[src/lkes_pkg.sv]
// package: offsets, status field positions and reset values for legacy keyboard emulation
// ====================================================================
// What this block does
// - with emulation on, keyboard status port read returns the status register.
// - memory-mapped status access stores or returns value only, no side effects.
// - bit 3 cleared by data port write, set by command port write.
// - bit 1 set by any port write, unchanged during a gate A20 sequence.
// - emulation interrupt while bit 1 is set and emulation is on.
// - bit 0 cleared by a host read of the data port.
// - emulation interrupt while bit 0 is clear and character-pending control is set.
// - mouse interrupt when aux flag, bit 0 and IRQ enable all set.
// - bit 7 shows a parity error on keyboard or mouse data.
// - bit 6 shows a time-out in the emulated keyboard interface.
// - bit 4 reflects keyboard inhibit switch; one means keyboard active.
// - input data register captures bytes written to data or command port.
// - with emulation on, data port read returns the output data register.
package lkes_pkg;
    // ====================================================================
    // offsets
    localparam logic [11:0] LKES_OFS_INPUT = 12'h104;
    localparam logic [11:0] LKES_OFS_OUTPUT = 12'h108;
    localparam logic [11:0] LKES_OFS_STATUS = 12'h10c;
    localparam logic [7:0] LKES_PORT_DATA = 8'h60;
    localparam logic [7:0] LKES_PORT_CMD = 8'h64;
    // ====================================================================
    // status fields
    localparam int LKES_B_OUT_FULL = 0;
    localparam int LKES_B_IN_FULL = 1;
    localparam int LKES_B_FLAG = 2;
    localparam int LKES_B_CMD_DATA = 3;
    localparam int LKES_B_INHIBIT = 4;
    localparam int LKES_B_AUX_FULL = 5;
    localparam int LKES_B_TIMEOUT = 6;
    localparam int LKES_B_PARITY = 7;
    localparam logic [7:0] LKES_STATUS_RESET = 8'h00;
    localparam logic [7:0] LKES_DATA_RESET = 8'h00;
endpackage

[src/lkes_legacy_kbd_emulation_status.sv]
// module: legacy keyboard emulation status, data registers, interrupt conditions
`timescale 1ns/1ps
module lkes_legacy_kbd_emulation_status
(
    input wire logic clock_i,
    input wire logic reset_i,
    // memory-mapped operational access by emulation software
    input wire logic mem_sel_i,
    input wire logic mem_write_i,
    input wire logic [11:0] mem_addr_i,
    input wire logic [31:0] mem_wdata_i,
    output logic [31:0] mem_rdata_o,
    // legacy I/O access by host software
    input wire logic io_sel_i,
    input wire logic io_write_i,
    input wire logic [7:0] io_port_i,
    input wire logic [7:0] io_wdata_i,
    output logic [7:0] io_rdata_o,
    // controls and conditions
    input wire logic emulation_enable_i,
    input wire logic char_pending_i,
    input wire logic legacy_irq_enable_i,
    input wire logic gate_a20_seq_i,
    input wire logic parity_error_i,
    input wire logic timeout_i,
    input wire logic keyboard_inhibit_state_i,
    output logic emulation_irq_o,
    output logic mouse_interrupt_line_o,
    output logic keyboard_interrupt_line_o
);
    import lkes_pkg::*;

    // ====================================================================
    // decode helpers
    // one compare per kind keeps the read mux and the write strobes in step
    function automatic logic port_is(input logic [7:0] port, input logic [7:0] want);
        return port == want;
    endfunction

    function automatic logic offset_is(input logic [11:0] addr, input logic [11:0] want);
        return addr == want;
    endfunction

    // ====================================================================
    // declarations
    logic [7:0] status;
    logic [7:0] legacy_emulation_input;
    logic [7:0] legacy_emulation_output;
    logic [7:0] next_legacy_emulation_input;
    logic [7:0] next_legacy_emulation_output;
    logic [7:0] next_io_rdata;
    logic [7:0] mem_rd_byte;

    // decode strobes
    logic io_active;
    logic io_rd;
    logic io_wr;
    logic at_data_port;
    logic at_cmd_port;
    logic at_status_ofs;
    logic at_input_ofs;
    logic at_output_ofs;
    logic mem_wr;
    logic port_wr_data;
    logic port_wr_cmd;
    logic port_wr_any;
    logic port_rd_data;
    logic port_rd_cmd;
    logic mem_wr_status;
    logic mem_wr_input;
    logic mem_wr_output;

    // interrupt terms
    logic in_full;
    logic out_full;
    logic aux_full;
    logic emu_from_input;
    logic emu_from_output;
    logic host_irq_armed;

    // ====================================================================
    // legacy I/O decode
    // legacy ports are only claimed while emulation is on
    assign io_active = io_sel_i & emulation_enable_i;
    assign io_rd = io_active & ~io_write_i;
    assign io_wr = io_active & io_write_i;
    assign at_data_port = port_is(io_port_i, LKES_PORT_DATA);
    assign at_cmd_port = port_is(io_port_i, LKES_PORT_CMD);
    assign port_wr_data = io_wr & at_data_port;
    assign port_wr_cmd = io_wr & at_cmd_port;
    assign port_wr_any = port_wr_data | port_wr_cmd;
    assign port_rd_data = io_rd & at_data_port;
    assign port_rd_cmd = io_rd & at_cmd_port;

    // ====================================================================
    // memory-mapped decode
    // strobes only: a memory access never raises a condition by itself
    assign mem_wr = mem_sel_i & mem_write_i;
    assign at_status_ofs = offset_is(mem_addr_i, LKES_OFS_STATUS);
    assign at_input_ofs = offset_is(mem_addr_i, LKES_OFS_INPUT);
    assign at_output_ofs = offset_is(mem_addr_i, LKES_OFS_OUTPUT);
    assign mem_wr_status = mem_wr & at_status_ofs;
    assign mem_wr_input = mem_wr & at_input_ofs;
    assign mem_wr_output = mem_wr & at_output_ofs;

    // ====================================================================
    // read paths
    // unmapped offsets read as zero; reserved upper bits always zero
    always_comb
    begin
        if (at_status_ofs)
        begin
            mem_rd_byte = status;
        end
        else if (at_input_ofs)
        begin
            mem_rd_byte = legacy_emulation_input;
        end
        else if (at_output_ofs)
        begin
            mem_rd_byte = legacy_emulation_output;
        end
        else
        begin
            mem_rd_byte = 8'h00;
        end
    end
    assign mem_rdata_o = {24'h000000, mem_rd_byte};

    // byte held until the next legacy read, so a slow host still sees it
    always_comb
    begin
        if (port_rd_cmd)
        begin
            next_io_rdata = status;
        end
        else if (port_rd_data)
        begin
            next_io_rdata = legacy_emulation_output;
        end
        else
        begin
            next_io_rdata = io_rdata_o;
        end
    end

    // ====================================================================
    // flags
    // every side effect on the status bits lives in the flag module
    lkes_status_flags u_flags
    (
        .clock_i(clock_i),
        .reset_i(reset_i),
        .sw_write_i(mem_wr_status),
        .sw_wdata_i(mem_wdata_i[7:0]),
        .port_wr_data_i(port_wr_data),
        .port_wr_cmd_i(port_wr_cmd),
        .port_rd_data_i(port_rd_data),
        .gate_a20_seq_i(gate_a20_seq_i),
        .parity_error_i(parity_error_i),
        .timeout_i(timeout_i),
        .keyboard_inhibit_state_i(keyboard_inhibit_state_i),
        .status_o(status)
    );

    // ====================================================================
    // data registers
    // a port write beats a same-cycle memory write: the host byte is never lost
    assign next_legacy_emulation_input = port_wr_any ? io_wdata_i :
                                         mem_wr_input ? mem_wdata_i[7:0] : legacy_emulation_input;
    assign next_legacy_emulation_output = mem_wr_output ? mem_wdata_i[7:0] : legacy_emulation_output;

    always_ff @(posedge clock_i or posedge reset_i)
    begin
        if (reset_i)
        begin
            legacy_emulation_input <= LKES_DATA_RESET;
        end
        else
        begin
            legacy_emulation_input <= next_legacy_emulation_input;
        end
    end

    always_ff @(posedge clock_i or posedge reset_i)
    begin
        if (reset_i)
        begin
            legacy_emulation_output <= LKES_DATA_RESET;
        end
        else
        begin
            legacy_emulation_output <= next_legacy_emulation_output;
        end
    end

    always_ff @(posedge clock_i or posedge reset_i)
    begin
        if (reset_i)
        begin
            io_rdata_o <= LKES_DATA_RESET;
        end
        else
        begin
            io_rdata_o <= next_io_rdata;
        end
    end

    // ====================================================================
    // interrupt conditions, level outputs
    assign in_full = status[LKES_B_IN_FULL];
    assign out_full = status[LKES_B_OUT_FULL];
    assign aux_full = status[LKES_B_AUX_FULL];
    assign emu_from_input = in_full & emulation_enable_i;
    // not gated by the enable: emulation software owns the character-pending control
    assign emu_from_output = ~out_full & char_pending_i;
    assign emulation_irq_o = emu_from_input | emu_from_output;

    // aux flag steers the one shared enable to the mouse or the keyboard line
    assign host_irq_armed = out_full & legacy_irq_enable_i;
    assign mouse_interrupt_line_o = host_irq_armed & aux_full;
    assign keyboard_interrupt_line_o = host_irq_armed & ~aux_full;
endmodule // lkes_legacy_kbd_emulation_status

[src/lkes_status_flags.sv]
// module: the eight status flags and their port side effects
`timescale 1ns/1ps
module lkes_status_flags
(
    input wire logic clock_i,
    input wire logic reset_i,
    input wire logic sw_write_i,
    input wire logic [7:0] sw_wdata_i,
    input wire logic port_wr_data_i,
    input wire logic port_wr_cmd_i,
    input wire logic port_rd_data_i,
    input wire logic gate_a20_seq_i,
    input wire logic parity_error_i,
    input wire logic timeout_i,
    input wire logic keyboard_inhibit_state_i,
    output logic [7:0] status_o
);
    import lkes_pkg::*;

    logic [7:0] status;
    logic [7:0] next_status;
    logic port_wr;

    assign port_wr = port_wr_data_i | port_wr_cmd_i;

    always_comb
    begin
        next_status = status;
        // software store first so hardware events in the same cycle win
        if (sw_write_i)
        begin
            next_status = sw_wdata_i;
        end
        if (port_wr_data_i)
        begin
            next_status[LKES_B_CMD_DATA] = 1'b0;
        end
        if (port_wr_cmd_i)
        begin
            next_status[LKES_B_CMD_DATA] = 1'b1;
        end
        if (port_wr && !gate_a20_seq_i)
        begin
            next_status[LKES_B_IN_FULL] = 1'b1;
        end
        if (port_rd_data_i)
        begin
            next_status[LKES_B_OUT_FULL] = 1'b0;
        end
        if (parity_error_i)
        begin
            next_status[LKES_B_PARITY] = 1'b1;
        end
        if (timeout_i)
        begin
            next_status[LKES_B_TIMEOUT] = 1'b1;
        end
        next_status[LKES_B_INHIBIT] = keyboard_inhibit_state_i;
    end

    always_ff @(posedge clock_i or posedge reset_i)
    begin
        if (reset_i)
        begin
            status <= LKES_STATUS_RESET;
        end
        else
        begin
            status <= next_status;
        end
    end

    assign status_o = status;
endmodule // lkes_status_flags

[config.mk]
export PLATFORM = sky130hd
export DESIGN_NAME = lkes_legacy_kbd_emulation_status
export DESIGN_NICKNAME = d
export VERILOG_FILES = /design/src/lkes_pkg.sv /design/src/lkes_legacy_kbd_emulation_status.sv /design/src/lkes_status_flags.sv
export SDC_FILE = /design/constraint.sdc
export NUM_CORES = 1
export LEC_CHECK = 0
export ABC_CLOCK_PERIOD_IN_PS = 4500
export BUFFER_PORTS_ARGS = -buffer_cell sky130_fd_sc_hd__buf_2
export CAP_MARGIN = 15
export CORE_MARGIN = 1.5
export CORE_UTILIZATION = 25
export DETAILED_ROUTE_END_ITERATION = 6
export HOLD_SLACK_MARGIN = 0.1
export PLACE_DENSITY = 0.48
export SYNTH_ARGS = -nofsm -noshare
export SYNTH_HDL_FRONTEND = slang
export SYNTH_SLANG_ARGS = --single-unit
[constraint.sdc]
create_clock -name clock_i -period 4.5 [get_ports clock_i]
set_clock_uncertainty 0.2 [all_clocks]
set_input_delay 0.9 -clock clock_i [delete_from_list [all_inputs] [get_ports clock_i]]
set_output_delay 0.9 -clock clock_i [all_outputs]
set_load 0.05 [all_outputs]
# After elaboration in Yosys (flattened, before gate mapping)
# Index checks and enable logic that the tools add are counted.
[word_totals]
reg_bits = 32
out_inout_bits = 43
ramBits = 0
rom_bits = 0
latch_bits = 0
wordCells = 59
n_memories = 0
[op_classes]
mul = 0
n_div = 0
shifts = 0
order_cmp = 0
muxes = 14
n_bitwise = 21
add_sub_neg = 0
reduce_logical = 9
eq_ne = 5
[op_table]
columns = ["operator", "count"]
rows = [
  ["$mux 8", 8],
  ["$eq 12x9->1 const B", 3],
  ["$and 1x1->1", 16],
  ["$eq 8x7->1 const B", 2],
  ["$reduce_bool 2->1", 6],
  ["$mux 1", 6],
  ["$not 1->1", 3],
  ["$reduce_bool 3->1", 1],
  ["$or 1x1->1", 2],
  ["$logic_and 1x1->1", 1],
  ["$logic_not 1->1", 1],
]

# Longest topological paths before layout
# Gate-level depths: netlist (run 1).
[logic_depth]
ltp_word = 6
mapped_depth = 6
ltp_nobuf = 4

# By module
# A second synthesis (run 1) with hierarchy kept.
[unflattened]
hier_cells = 187
hier_area_um2 = 1921.8
[by_module_without_submodules]
columns = ["mod", "area_each_um2", "seq_area_each_um2", "cells_each", "n_inst"]
rows = [
  ["lkes_legacy_kbd_emulation_status", 1594.0, 600.6, 164, 1],
  ["lkes_status_flags", 327.8, 200.2, 23, 1],
]

# Worst setup path before layout (run 1)
# OpenSTA, ideal clock, no wires.
[synth_path]
kind = "input-to-output"
from = "input mem_addr_i[5]"
to = "output mem_rdata_o[0]"
cell_stages = 5
arrival_time_ps = 2763
path_slack_ps = 637
path_cell_list = "or4_4 buf_6 or3_1 clkbuf_1 nor2_1"
[synth_between]
elab_chain_cells = 4
elab_cells_between_ends = 6
[synth_rtl]
columns = ["element", "line", "text"]
rows = [
  ["start, declared", "lkes_legacy_kbd_emulation_status.sv:10", "input wire logic [11:0] mem_addr_i,"],
  ["$eq 12x9->1", "lkes_legacy_kbd_emulation_status.sv:41", "return addr == want;"],
  ["$mux 8", "lkes_legacy_kbd_emulation_status.sv:119", "else if (at_output_ofs)"],
  ["$mux 8", "lkes_legacy_kbd_emulation_status.sv:115", "else if (at_input_ofs)"],
  ["$mux 8 *", "lkes_legacy_kbd_emulation_status.sv:111", "if (at_status_ofs)"],
  ["end, declared", "lkes_legacy_kbd_emulation_status.sv:12", "output logic [31:0] mem_rdata_o,"],
]
# Every way passes the cells marked *; elsewhere a longest branch is shown, timed or not.

# Worst setup path after layout (run 1)
[layout_path]
from = "input mem_addr_i[9]"
to = "output mem_rdata_o[0]"
# The elaborated chain is that of the path after synthesis.

==> results.toml, run 1 <==
[drt]
ant_nets = 0
drt_first_pass_iters = 4
drc = 0
viasPerCell = 4.31
num_vias = 1517
drtIter0Drc = 64
wl_um = 4790
drt-wirelength-per-cell_um = 13.6

[synthesis]
synthTopCellsByArea = "dfrtp_1 42%, mux2_2 11%, mux2i_1 9.4%"
synth-seq-cells = 32
syn_area_um2 = 1930
synth_cell_types = 35
yosys_warnings = 0
synth_flop_cell = "dfrtp_1"
yosys.area.top_type_share = 0.416
synth_cells = 189
synth_top_area_cell = "dfrtp_1"
synth-edff-count = 0
seq_area_frac_synth = 0.416
synthArstFlopShare = 1.00
avgSynthCellArea_um2 = 10.2

[sta]
setup_viol = 0
slew_viol_final = 0
slew_headroom = 0.483
period_needed_ns = 3.82
grt_setup_unrepaired = "no"
fin_crit_sh = 0.848
setup_ws_ns = 0.684
setup_tns_ns = 0
max_freq_mhz = 262
hold_viol = 0
worst_slew_pin_slew_ns = 0.773

[finish]
area_growth_pct = 21.2
final_area_um2 = 2330
final_nets = 325
layout-drive-gt1-share = 0.391
antenna_cells = 0
multiInputGateArea_um2 = 955
final_common_cell = "buf_2"
nFillCells = 824
seq_area_um2 = 801
final_util = 0.317
layout_common_cells = "67 x buf_2, 32 x dfrtp_1, 25 x nor2_1, 24 x conb_1"

[clock_network]
htreeDepth = 2
ctsResizeCount = 0
clock_latency_ns = 0.28
path_clk_slew_ns = 0.06
clock-sinks = 32
cts_setup_buffers = 0
ctsLongestPathBuffers = 2
cts_hold_buf = 0
numCtsBuffers = 5
clockRootBuffer = "clkbuf_8"
cts_tree = "done"

[global_route]
grt_max_degree = 33
grt_pass1_wl_um = 7850
grt_util_all_layers = 0.122
gr-total-overflow = 0
first_global_vias = 1556
antenna_found_initial = 0

[critical_path]
cp.required_ns = 3.40
path_max_fanout = 8
rrSetupSlack_ns = 3.37
critical_path_class = "input port to output pin"
arrival_ns = 2.72
startpoint_type = "input port"
timing.rr.end = "u_flags.status_o[6]"
reg2reg_from = "u_flags.status_o[6]"
endpoint_kind = "output pin"
r2r_cells = 2

[pwr]
leakagePower_nw = 1.25
pwr-share-clk = 0.346
p_comb_frac = 0.192
power_frac_seq = 0.462
power-per-cell-area_nw_per_um2 = 278
p_switching_mw = 0.195
max-vdd-ir-drop_mv = 0.109
p_sw_frac = 0.300
p_int_mw = 0.454
total_power_mw = 0.649

[min_path]
hold_depth = 2
whs_endpoint = "io_rdata_o[3]"
holdCritPathClass = "flop to flop"
hp-start = "io_rdata_o[3]"

[place]
gp_congestion = 0.712
dp_hpwl_um = 3600
dpl_cell_area_um2 = 2240
io_buffers = 67
post-place-ws_ns = 0.671

[floorplan]
start_util = 0.261
dieWidth_um = 90.8
io_pins = 116
rows = 31
die-area_um2 = 8240
core-area_um2 = 7370
fp.dieH_um = 90.8

[run_status]
status = "complete, no violations"

[flow_run]
maxCapViolCount = 0
==> flip-flops by register name, indices dropped and copies added, names as in the netlist <==
signal                   cells
legacy_emulation_output      8
u_flags.status_o             8
legacy_emulation_input       8
io_rdata_o                   8
==> layer usage <==
metal,track usage,share of wire
met4,0.0317,0.0071
met2,0.207,0.49
met3,0.0261,0.046
met1,0.157,0.45
met5,0,0
==> kinds of logic after synthesis <==
kind of cell	count (synthesis)	synth area share
AND/OR/NAND/NOR	49	0.153
buffers and inverters	40	0.133
multiplexers	36	0.199
flip-flops	32	0.416
AO/OA/AOI/OAI	31	0.0975
other	1	0.00195
==> cell usage after synthesis (2+ instances only) <==
library cell,count
buf_4,24
o21ai_0,2
nor2b_1,3
dfrtp_1,32
clkbuf_1,8
nor2_1,25
nor4_4,2
nand2_1,2
buf_6,2
or4_4,2
a211o_1,2
inv_1,4
a21oi_1,17
mux2i_1,18
mux2_2,18
a22oi_1,8
nand4_1,2
==> critical path: stages <==
cell,delay [ns]
buf_2,0.09
or4b_1,0.69
or3_1,0.54
nor2_1,0.20
buf_2,0.29
==> layout make-up <==
| cell class | count | share of cell area |
|---|---|---|
| clock buffer | 8 | 0.0386 |
| inverter | 4 | 0.00643 |
| multi-input combinational | 140 | 0.409 |
| sequential | 32 | 0.343 |
| tap | 99 | 0.0531 |
| timing repair buffer | 69 | 0.150 |
==> how the worst max path moves through the flow <==
stage          slack (ns)              to          start  cells past startpoint
3_3_place_gp         0.68  mem_rdata_o[5]  mem_addr_i[9]                      5
5_1_grt              0.60  mem_rdata_o[5]  mem_addr_i[9]                      5
3_5_place_dp         0.67  mem_rdata_o[5]  mem_addr_i[9]                      5
6_report             0.68  mem_rdata_o[0]  mem_addr_i[9]                      5
4_1_cts              0.66  mem_rdata_o[5]  mem_addr_i[9]                      5
2_1_floorplan        0.64  mem_rdata_o[0]  mem_addr_i[5]                      5
==> per-stage QoR <==
stage / hold slack (ns) / instances
CTS: 0.330 / 352
global route: 0.350 / 352
detailed placement: 0.316 / 344
global placement: 0.307 / 344
finish: 0.320 / 352
floorplan: 0.297 / 212
==> power by group through the flow <==
stage,Combinational [mW],Clock (mW),Sequential [mW]
after global routing,0.134,0.248,0.301
after global placement,0.125,0,0.305
final,0.125,0.224,0.300
after floorplan,0.0950,0,0.317
after detailed placement,0.126,0,0.306
after CTS,0.126,0.234,0.300
No activity file was read; power rests on OpenSTA's default activity.
==> run 2, diff against run 1 <==
--- a/config.mk
+++ b/config.mk
@@ -5,14 +5,15 @@
 export SDC_FILE = /design/constraint.sdc
 export NUM_CORES = 1
 export LEC_CHECK = 0
-export ABC_CLOCK_PERIOD_IN_PS = 4500
+export ABC_AREA = 1
+export ABC_CLOCK_PERIOD_IN_PS = 3900
 export BUFFER_PORTS_ARGS = -buffer_cell sky130_fd_sc_hd__buf_2
 export CAP_MARGIN = 15
 export CORE_MARGIN = 1.5
 export CORE_UTILIZATION = 25
 export DETAILED_ROUTE_END_ITERATION = 6
 export HOLD_SLACK_MARGIN = 0.1
-export PLACE_DENSITY = 0.48
+export PLACE_DENSITY = 0.47
 export SYNTH_ARGS = -nofsm -noshare
 export SYNTH_HDL_FRONTEND = slang
 export SYNTH_SLANG_ARGS = --single-unit
==> constraint.sdc (replaced) <==
create_clock -name clock_i -period 3.9 [get_ports clock_i]
set_clock_uncertainty 0.2 [all_clocks]
set_input_delay 0.78 -clock clock_i [delete_from_list [all_inputs] [get_ports clock_i]]
set_output_delay 0.78 -clock clock_i [all_outputs]
set_load 0.05 [all_outputs]
==> run 2 against run 1 <==
  * Via count grew 35%
  * Critical path depth is 3 higher
  * Synthesized cell count up 54%
  * Sequential share of layout area fell by 3.9 points
  * Area after synthesis is 14% higher
  * Final cell count is 33% higher
  * Count of clock-buffer cells in the layout is 1 lower
  * First-iteration DRC count grew 61%
  * Critical path type unchanged
  * Critical endpoint is now mem_rdata_o[2]
  * Largest cell class unchanged
==> results.toml, run 2 <==
[run_status]
status = "complete, no violations"

[drt]
drc = 0
ant_nets = 0
viasPerCell = 4.38
drt-wirelength-per-cell_um = 12.2
drt_first_pass_iters = 4
wl_um = 5750
num_vias = 2052
drtIter0Drc = 103

[pwr]
total_power_mw = 0.754
leakagePower_nw = 1.45
power-per-cell-area_nw_per_um2 = 287
max-vdd-ir-drop_mv = 0.115

[floorplan]
rows = 34
dieWidth_um = 96.7
start_util = 0.254
fp.dieH_um = 96.7
io_pins = 116
core-area_um2 = 8640
die-area_um2 = 9350

[synthesis]
synthTopCellsByArea = "dfrtp_1 36%, nand2_1 14%, buf_4 8.9%"
synth_cells = 292
syn_area_um2 = 2200
synth-seq-cells = 32
synthArstFlopShare = 1.00
yosys.area.top_type_share = 0.365
avgSynthCellArea_um2 = 7.52
synth_flop_cell = "dfrtp_1"
seq_area_frac_synth = 0.365
synth_most_common_cell = "nand2_1"
synth-edff-count = 0
synth_cell_types = 31
synth_top_area_cell = "dfrtp_1"
yosys_warnings = 0
ys_top_cells_by_count = "84 x nand2_1, 32 x dfrtp_1, 31 x inv_1"

[sta]
period_needed_ns = 3.23
max_freq_mhz = 310
grt_setup_unrepaired = "no"
slew_viol_final = 0
setup_tns_ns = 0
hold_viol = 0
slew_headroom = 0.658
setup_viol = 0
setup_ws_ns = 0.670
worst_slew_pin_slew_ns = 0.512
fin_crit_sh = 0.828

[critical_path]
critical_path_class = "input port to output pin"
endpoint_kind = "output pin"
cp.depth = 8
arrival_ns = 2.25
crit_family = "simple AND/OR/NAND/NOR gates"
r2r_cells = 4
cp.required_ns = 2.92
crit_path_cell_trace = "buf_2, inv_1, nand2_1, nor2_2, nand2_1, nand4_1, a21oi_1, buf_2"
startpoint_type = "input port"
cp_slowest_cell = "nor2_2"
max_stage_delay_ns = 0.39
critPathBufInv = 3
path_max_fanout = 10

[clock_network]
htreeDepth = 2
cts_tree = "done"
clock_latency_ns = 0.27
numCtsBuffers = 5
clockRootBuffer = "clkbuf_8"
cts_setup_buffers = 0
clock-sinks = 32
ctsResizeCount = 0
ctsLongestPathBuffers = 2
path_clk_slew_ns = 0.07
cts_hold_buf = 0

[global_route]
first_global_vias = 1864
grt_max_degree = 33
grt_util_all_layers = 0.124
antenna_found_initial = 0
grt_pass1_wl_um = 9360
gr-total-overflow = 0

[min_path]
hold_depth = 2
holdCritPathClass = "flop to flop"

[flow_run]
maxCapViolCount = 0

[finish]
antenna_cells = 0
multiInputGateArea_um2 = 1110
seq_area_um2 = 801
final_nets = 434
area_growth_pct = 19.8
nFillCells = 1001
layout-drive-gt1-share = 0.280
layout_common_cells = "84 x nand2_1, 67 x buf_2, 32 x dfrtp_1, 31 x inv_1, 30 x nand3_1"
final_common_cell = "nand2_1"

[place]
dp_hpwl_um = 4510
gp_congestion = 0.761
post-place-ws_ns = 0.670
io_buffers = 67
run 2: changes by cell type in the layout (fill, tap and decap cells not counted), sizes merged, moves of 4 or more:
| cell | delta |
|---|---|
| nand3b | +5 |
| o21ai | +7 |
| nand4 | +7 |
| inv | +30 |
| mux2 | -18 |
| mux2i | -18 |
| a22oi | -8 |
| o211ai | +8 |
| nand2 | +86 |
| a21oi | -4 |
| nand3 | +32 |
run 2: where the power goes:
part | switching, mW | total (mW) | leakage (nW) | internal, mW
Combinational | 0.102 | 0.133 | 0.990 | 0.0309
Sequential | 0.00398 | 0.342 | 0.412 | 0.338
Clock | 0.122 | 0.279 | 0.0503 | 0.157
Total | 0.228 | 0.754 | 1.45 | 0.526
run 2: metal layers:
layer | track usage | wire, µm
met5 | 0 | 0
met4 | 0.0234 | 36
met3 | 0.0260 | 432
met2 | 0.193 | 2590
met1 | 0.178 | 2690
run 2: area by class of cell:
| cell class | instances | share of cell area |
|---|---|---|
| sequential | 32 | 0.304 |
| timing repair buffer | 69 | 0.133 |
| clock buffer | 7 | 0.0366 |
| tap | 108 | 0.0514 |
| multi-input combinational | 219 | 0.423 |
| inverter | 34 | 0.0514 |
run 2: cell families (layout without fill, tap and decap cells):
| kind of cell | count (synthesis) | count (layout) | synth area share |
|---|---|---|---|
| compound gates | 33 | 33 | 0.101 |
| buf+inv | 64 | 110 | 0.168 |
| flops | 32 | 32 | 0.365 |
| other cells | 1 | 24 | 0.00171 |
| simple gates | 162 | 162 | 0.364 |
run 2: stage by stage:
stage | util | hold WS [ns] | std cells | instance area [µm²]
finish | 0.305 | 0.282 | 469 | 2630
global route | 0.305 | 0.316 | 469 | 2630
CTS | 0.305 | 0.284 | 469 | 2630
detailed placement | 0.293 | 0.265 | 462 | 2530
global placement | 0.293 | 0.266 | 462 | 2530
floorplan | - | 0.263 | 315 | 2280
run 2: final timing paths:
path | startpoint | endpoint | slack (ns)
max | mem_addr_i[0] | mem_rdata_o[2] | 0.67
min reg2reg | io_rdata_o[2] | io_rdata_o[2] | 0.28
min | io_rdata_o[2] | io_rdata_o[2] | 0.28
min in group asynchronous | reset_i | legacy_emulation_input[4] | 0.38
max in group asynchronous | reset_i | u_flags.status_o[0] | 2.81
max reg2reg | u_flags.status_o[0] | io_rdata_o[0] | 2.76
run 2: worst register-to-register path, delay by kind of cell (launching register included):
kind | cells | cell delay [ns]
buffers and inverters | 1 | 0.19
flip-flops | 1 | 0.39
AND/OR/NAND/NOR | 3 | 0.25
==> run 3, diff against run 2 <==
--- a/config.mk
+++ b/config.mk
@@ -6,7 +6,7 @@
 export NUM_CORES = 1
 export LEC_CHECK = 0
 export ABC_AREA = 1
-export ABC_CLOCK_PERIOD_IN_PS = 3900
+export ABC_CLOCK_PERIOD_IN_PS = 3200
 export BUFFER_PORTS_ARGS = -buffer_cell sky130_fd_sc_hd__buf_2
 export CAP_MARGIN = 15
 export CORE_MARGIN = 1.5
==> constraint.sdc (replaced) <==
create_clock -name clock_i -period 3.2 [get_ports clock_i]
set_clock_uncertainty 0.2 [all_clocks]
set_input_delay 0.64 -clock clock_i [delete_from_list [all_inputs] [get_ports clock_i]]
set_output_delay 0.64 -clock clock_i [all_outputs]
set_load 0.05 [all_outputs]
==> run 3 against run 2 <==
  * Core utilization is essentially flat
  * Critical endpoint unchanged
  * Cell area is 0.14% higher
  * Clock power up 19%
  * Largest cell class unchanged
  * Flip-flop and latch count unchanged
  * Via count rose by 0.63%
  * Count of clock-buffer cells in the layout down 1
  * Global-route usage rose by 0.60 points
  * Final cell count increased by 0.43%
==> results.toml, run 3 (same netlist as run 2, synthesis figures left out) <==
[run_status]
status = "complete, no violations"

[sta]
period_needed_ns = 2.86
holdWs_ns = 0.241
grt_setup_unrepaired = "no"
setup_tns_ns = 0
setup_viol = 0
setup_ws_ns = 0.338
slew_viol_final = 0
worst_slew_pin_slew_ns = 0.534
slew_headroom = 0.643
max_freq_mhz = 349
fin_crit_sh = 0.894
hold_viol = 0

[floorplan]
die-area_um2 = 9350
io_pins = 116
fp.dieH_um = 96.7
start_util = 0.254
dieWidth_um = 96.7
core-area_um2 = 8640
rows = 34

[pwr]
p_switching_mw = 0.289
leakagePower_nw = 1.46
power_frac_seq = 0.458
total_power_mw = 0.911
p_int_mw = 0.622
p_comb_frac = 0.179
power-per-cell-area_nw_per_um2 = 346
max-vdd-ir-drop_mv = 0.155
pwr-share-clk = 0.364
p_sw_frac = 0.318

[drt]
num_vias = 2065
drt-wirelength-per-cell_um = 12.6
drtIter0Drc = 119
drc = 0
viasPerCell = 4.38
wl_um = 5920
ant_nets = 0
drt_first_pass_iters = 4

[critical_path]
critical_path_class = "input port to output pin"
crit_path_start = "mem_addr_i[3]"
arrival_ns = 2.02
startpoint_type = "input port"
cp.required_ns = 2.36
reg2reg_from = "u_flags.status_o[0]"
endpoint_kind = "output pin"
path_max_fanout = 9

[flow_run]
maxCapViolCount = 0

[clock_network]
clock-sinks = 32
numCtsBuffers = 5
cts_setup_buffers = 0
path_clk_slew_ns = 0.07
htreeDepth = 2
ctsLongestPathBuffers = 2
clockRootBuffer = "clkbuf_8"
cts_tree = "done"
clock_latency_ns = 0.29
cts_hold_buf = 0
ctsResizeCount = 0

[finish]
layout.cells.non_filler = 471
final_common_cell = "nand2_1"
layout-drive-gt1-share = 0.284
area_growth_pct = 19.9
multiInputGateArea_um2 = 1110
final_nets = 435
nFillCells = 990
layout_common_cells = "84 x nand2_1, 67 x buf_2, 32 x dfrtp_1, 31 x inv_1, 30 x nand3_1"
seq_area_um2 = 801
antenna_cells = 0

[global_route]
grt_util_all_layers = 0.130
grt_max_degree = 33
first_global_vias = 1990
antenna_found_initial = 0
grt_pass1_wl_um = 9710
gr-total-overflow = 0

[place]
gp_congestion = 0.781
post-place-ws_ns = 0.361
dp_hpwl_um = 4560
placed_cells = 463
io_buffers = 67

[min_path]
holdCritPathClass = "input port to asynchronous set/reset pin"
run 3: worst paths after layout:
check / to / slack, ns / depth (start not counted)
max in group asynchronous: legacy_emulation_output[3] / 2.25 / 3
worst min register to register: io_rdata_o[4] / 0.28 / 2
worst min-delay path: legacy_emulation_input[4] / 0.24 / 3
worst max-delay path: mem_rdata_o[2] / 0.34 / 6
worst max register to register: io_rdata_o[0] / 2.06 / 4
min in group clock_i: u_flags.status_o[4] / 0.26 / 1
run 3: final cells by class:
cell class	count	area share
clock inverter	2	0.00380
multi-input combinational	219	0.422
tap	108	0.0513
inverter	34	0.0513
sequential	32	0.304
clock buffer	6	0.0314
timing repair buffer	70	0.136
run 3: stage by stage:
stage               cell area [µm²]  utilization
floorplan                      2280            -
global placement               2540        0.294
detailed placement             2540        0.294
CTS                            2630        0.305
global route                   2630        0.305
finish                         2630        0.305
run 3: routing by layer:
layer | share of wire | track usage | up-vias
li1 | - | - | 1044
met1 | 0.49 | 0.180 | 944
met2 | 0.46 | 0.205 | 72
met3 | 0.049 | 0.0296 | 5
met4 | 0.0095 | 0.0301 | 0
met5 | 0 | 0 | -
run 3: power by group through the flow:
stage / clock network (mW) / registers [mW] / logic (mW)
finish: 0.331 / 0.417 / 0.163
global placement: 0 / 0.425 / 0.163
floorplan: 0 / 0.432 / 0.133
detailed placement: 0 / 0.425 / 0.164
global route: 0.359 / 0.418 / 0.179
CTS: 0.341 / 0.417 / 0.165
run 3: worst max-delay path, stage by stage:
cell     delay (ns)
buf_2          0.21
inv_6          0.07
nor3_4         0.43
nand4_1        0.16
a21oi_1        0.21
buf_2          0.30
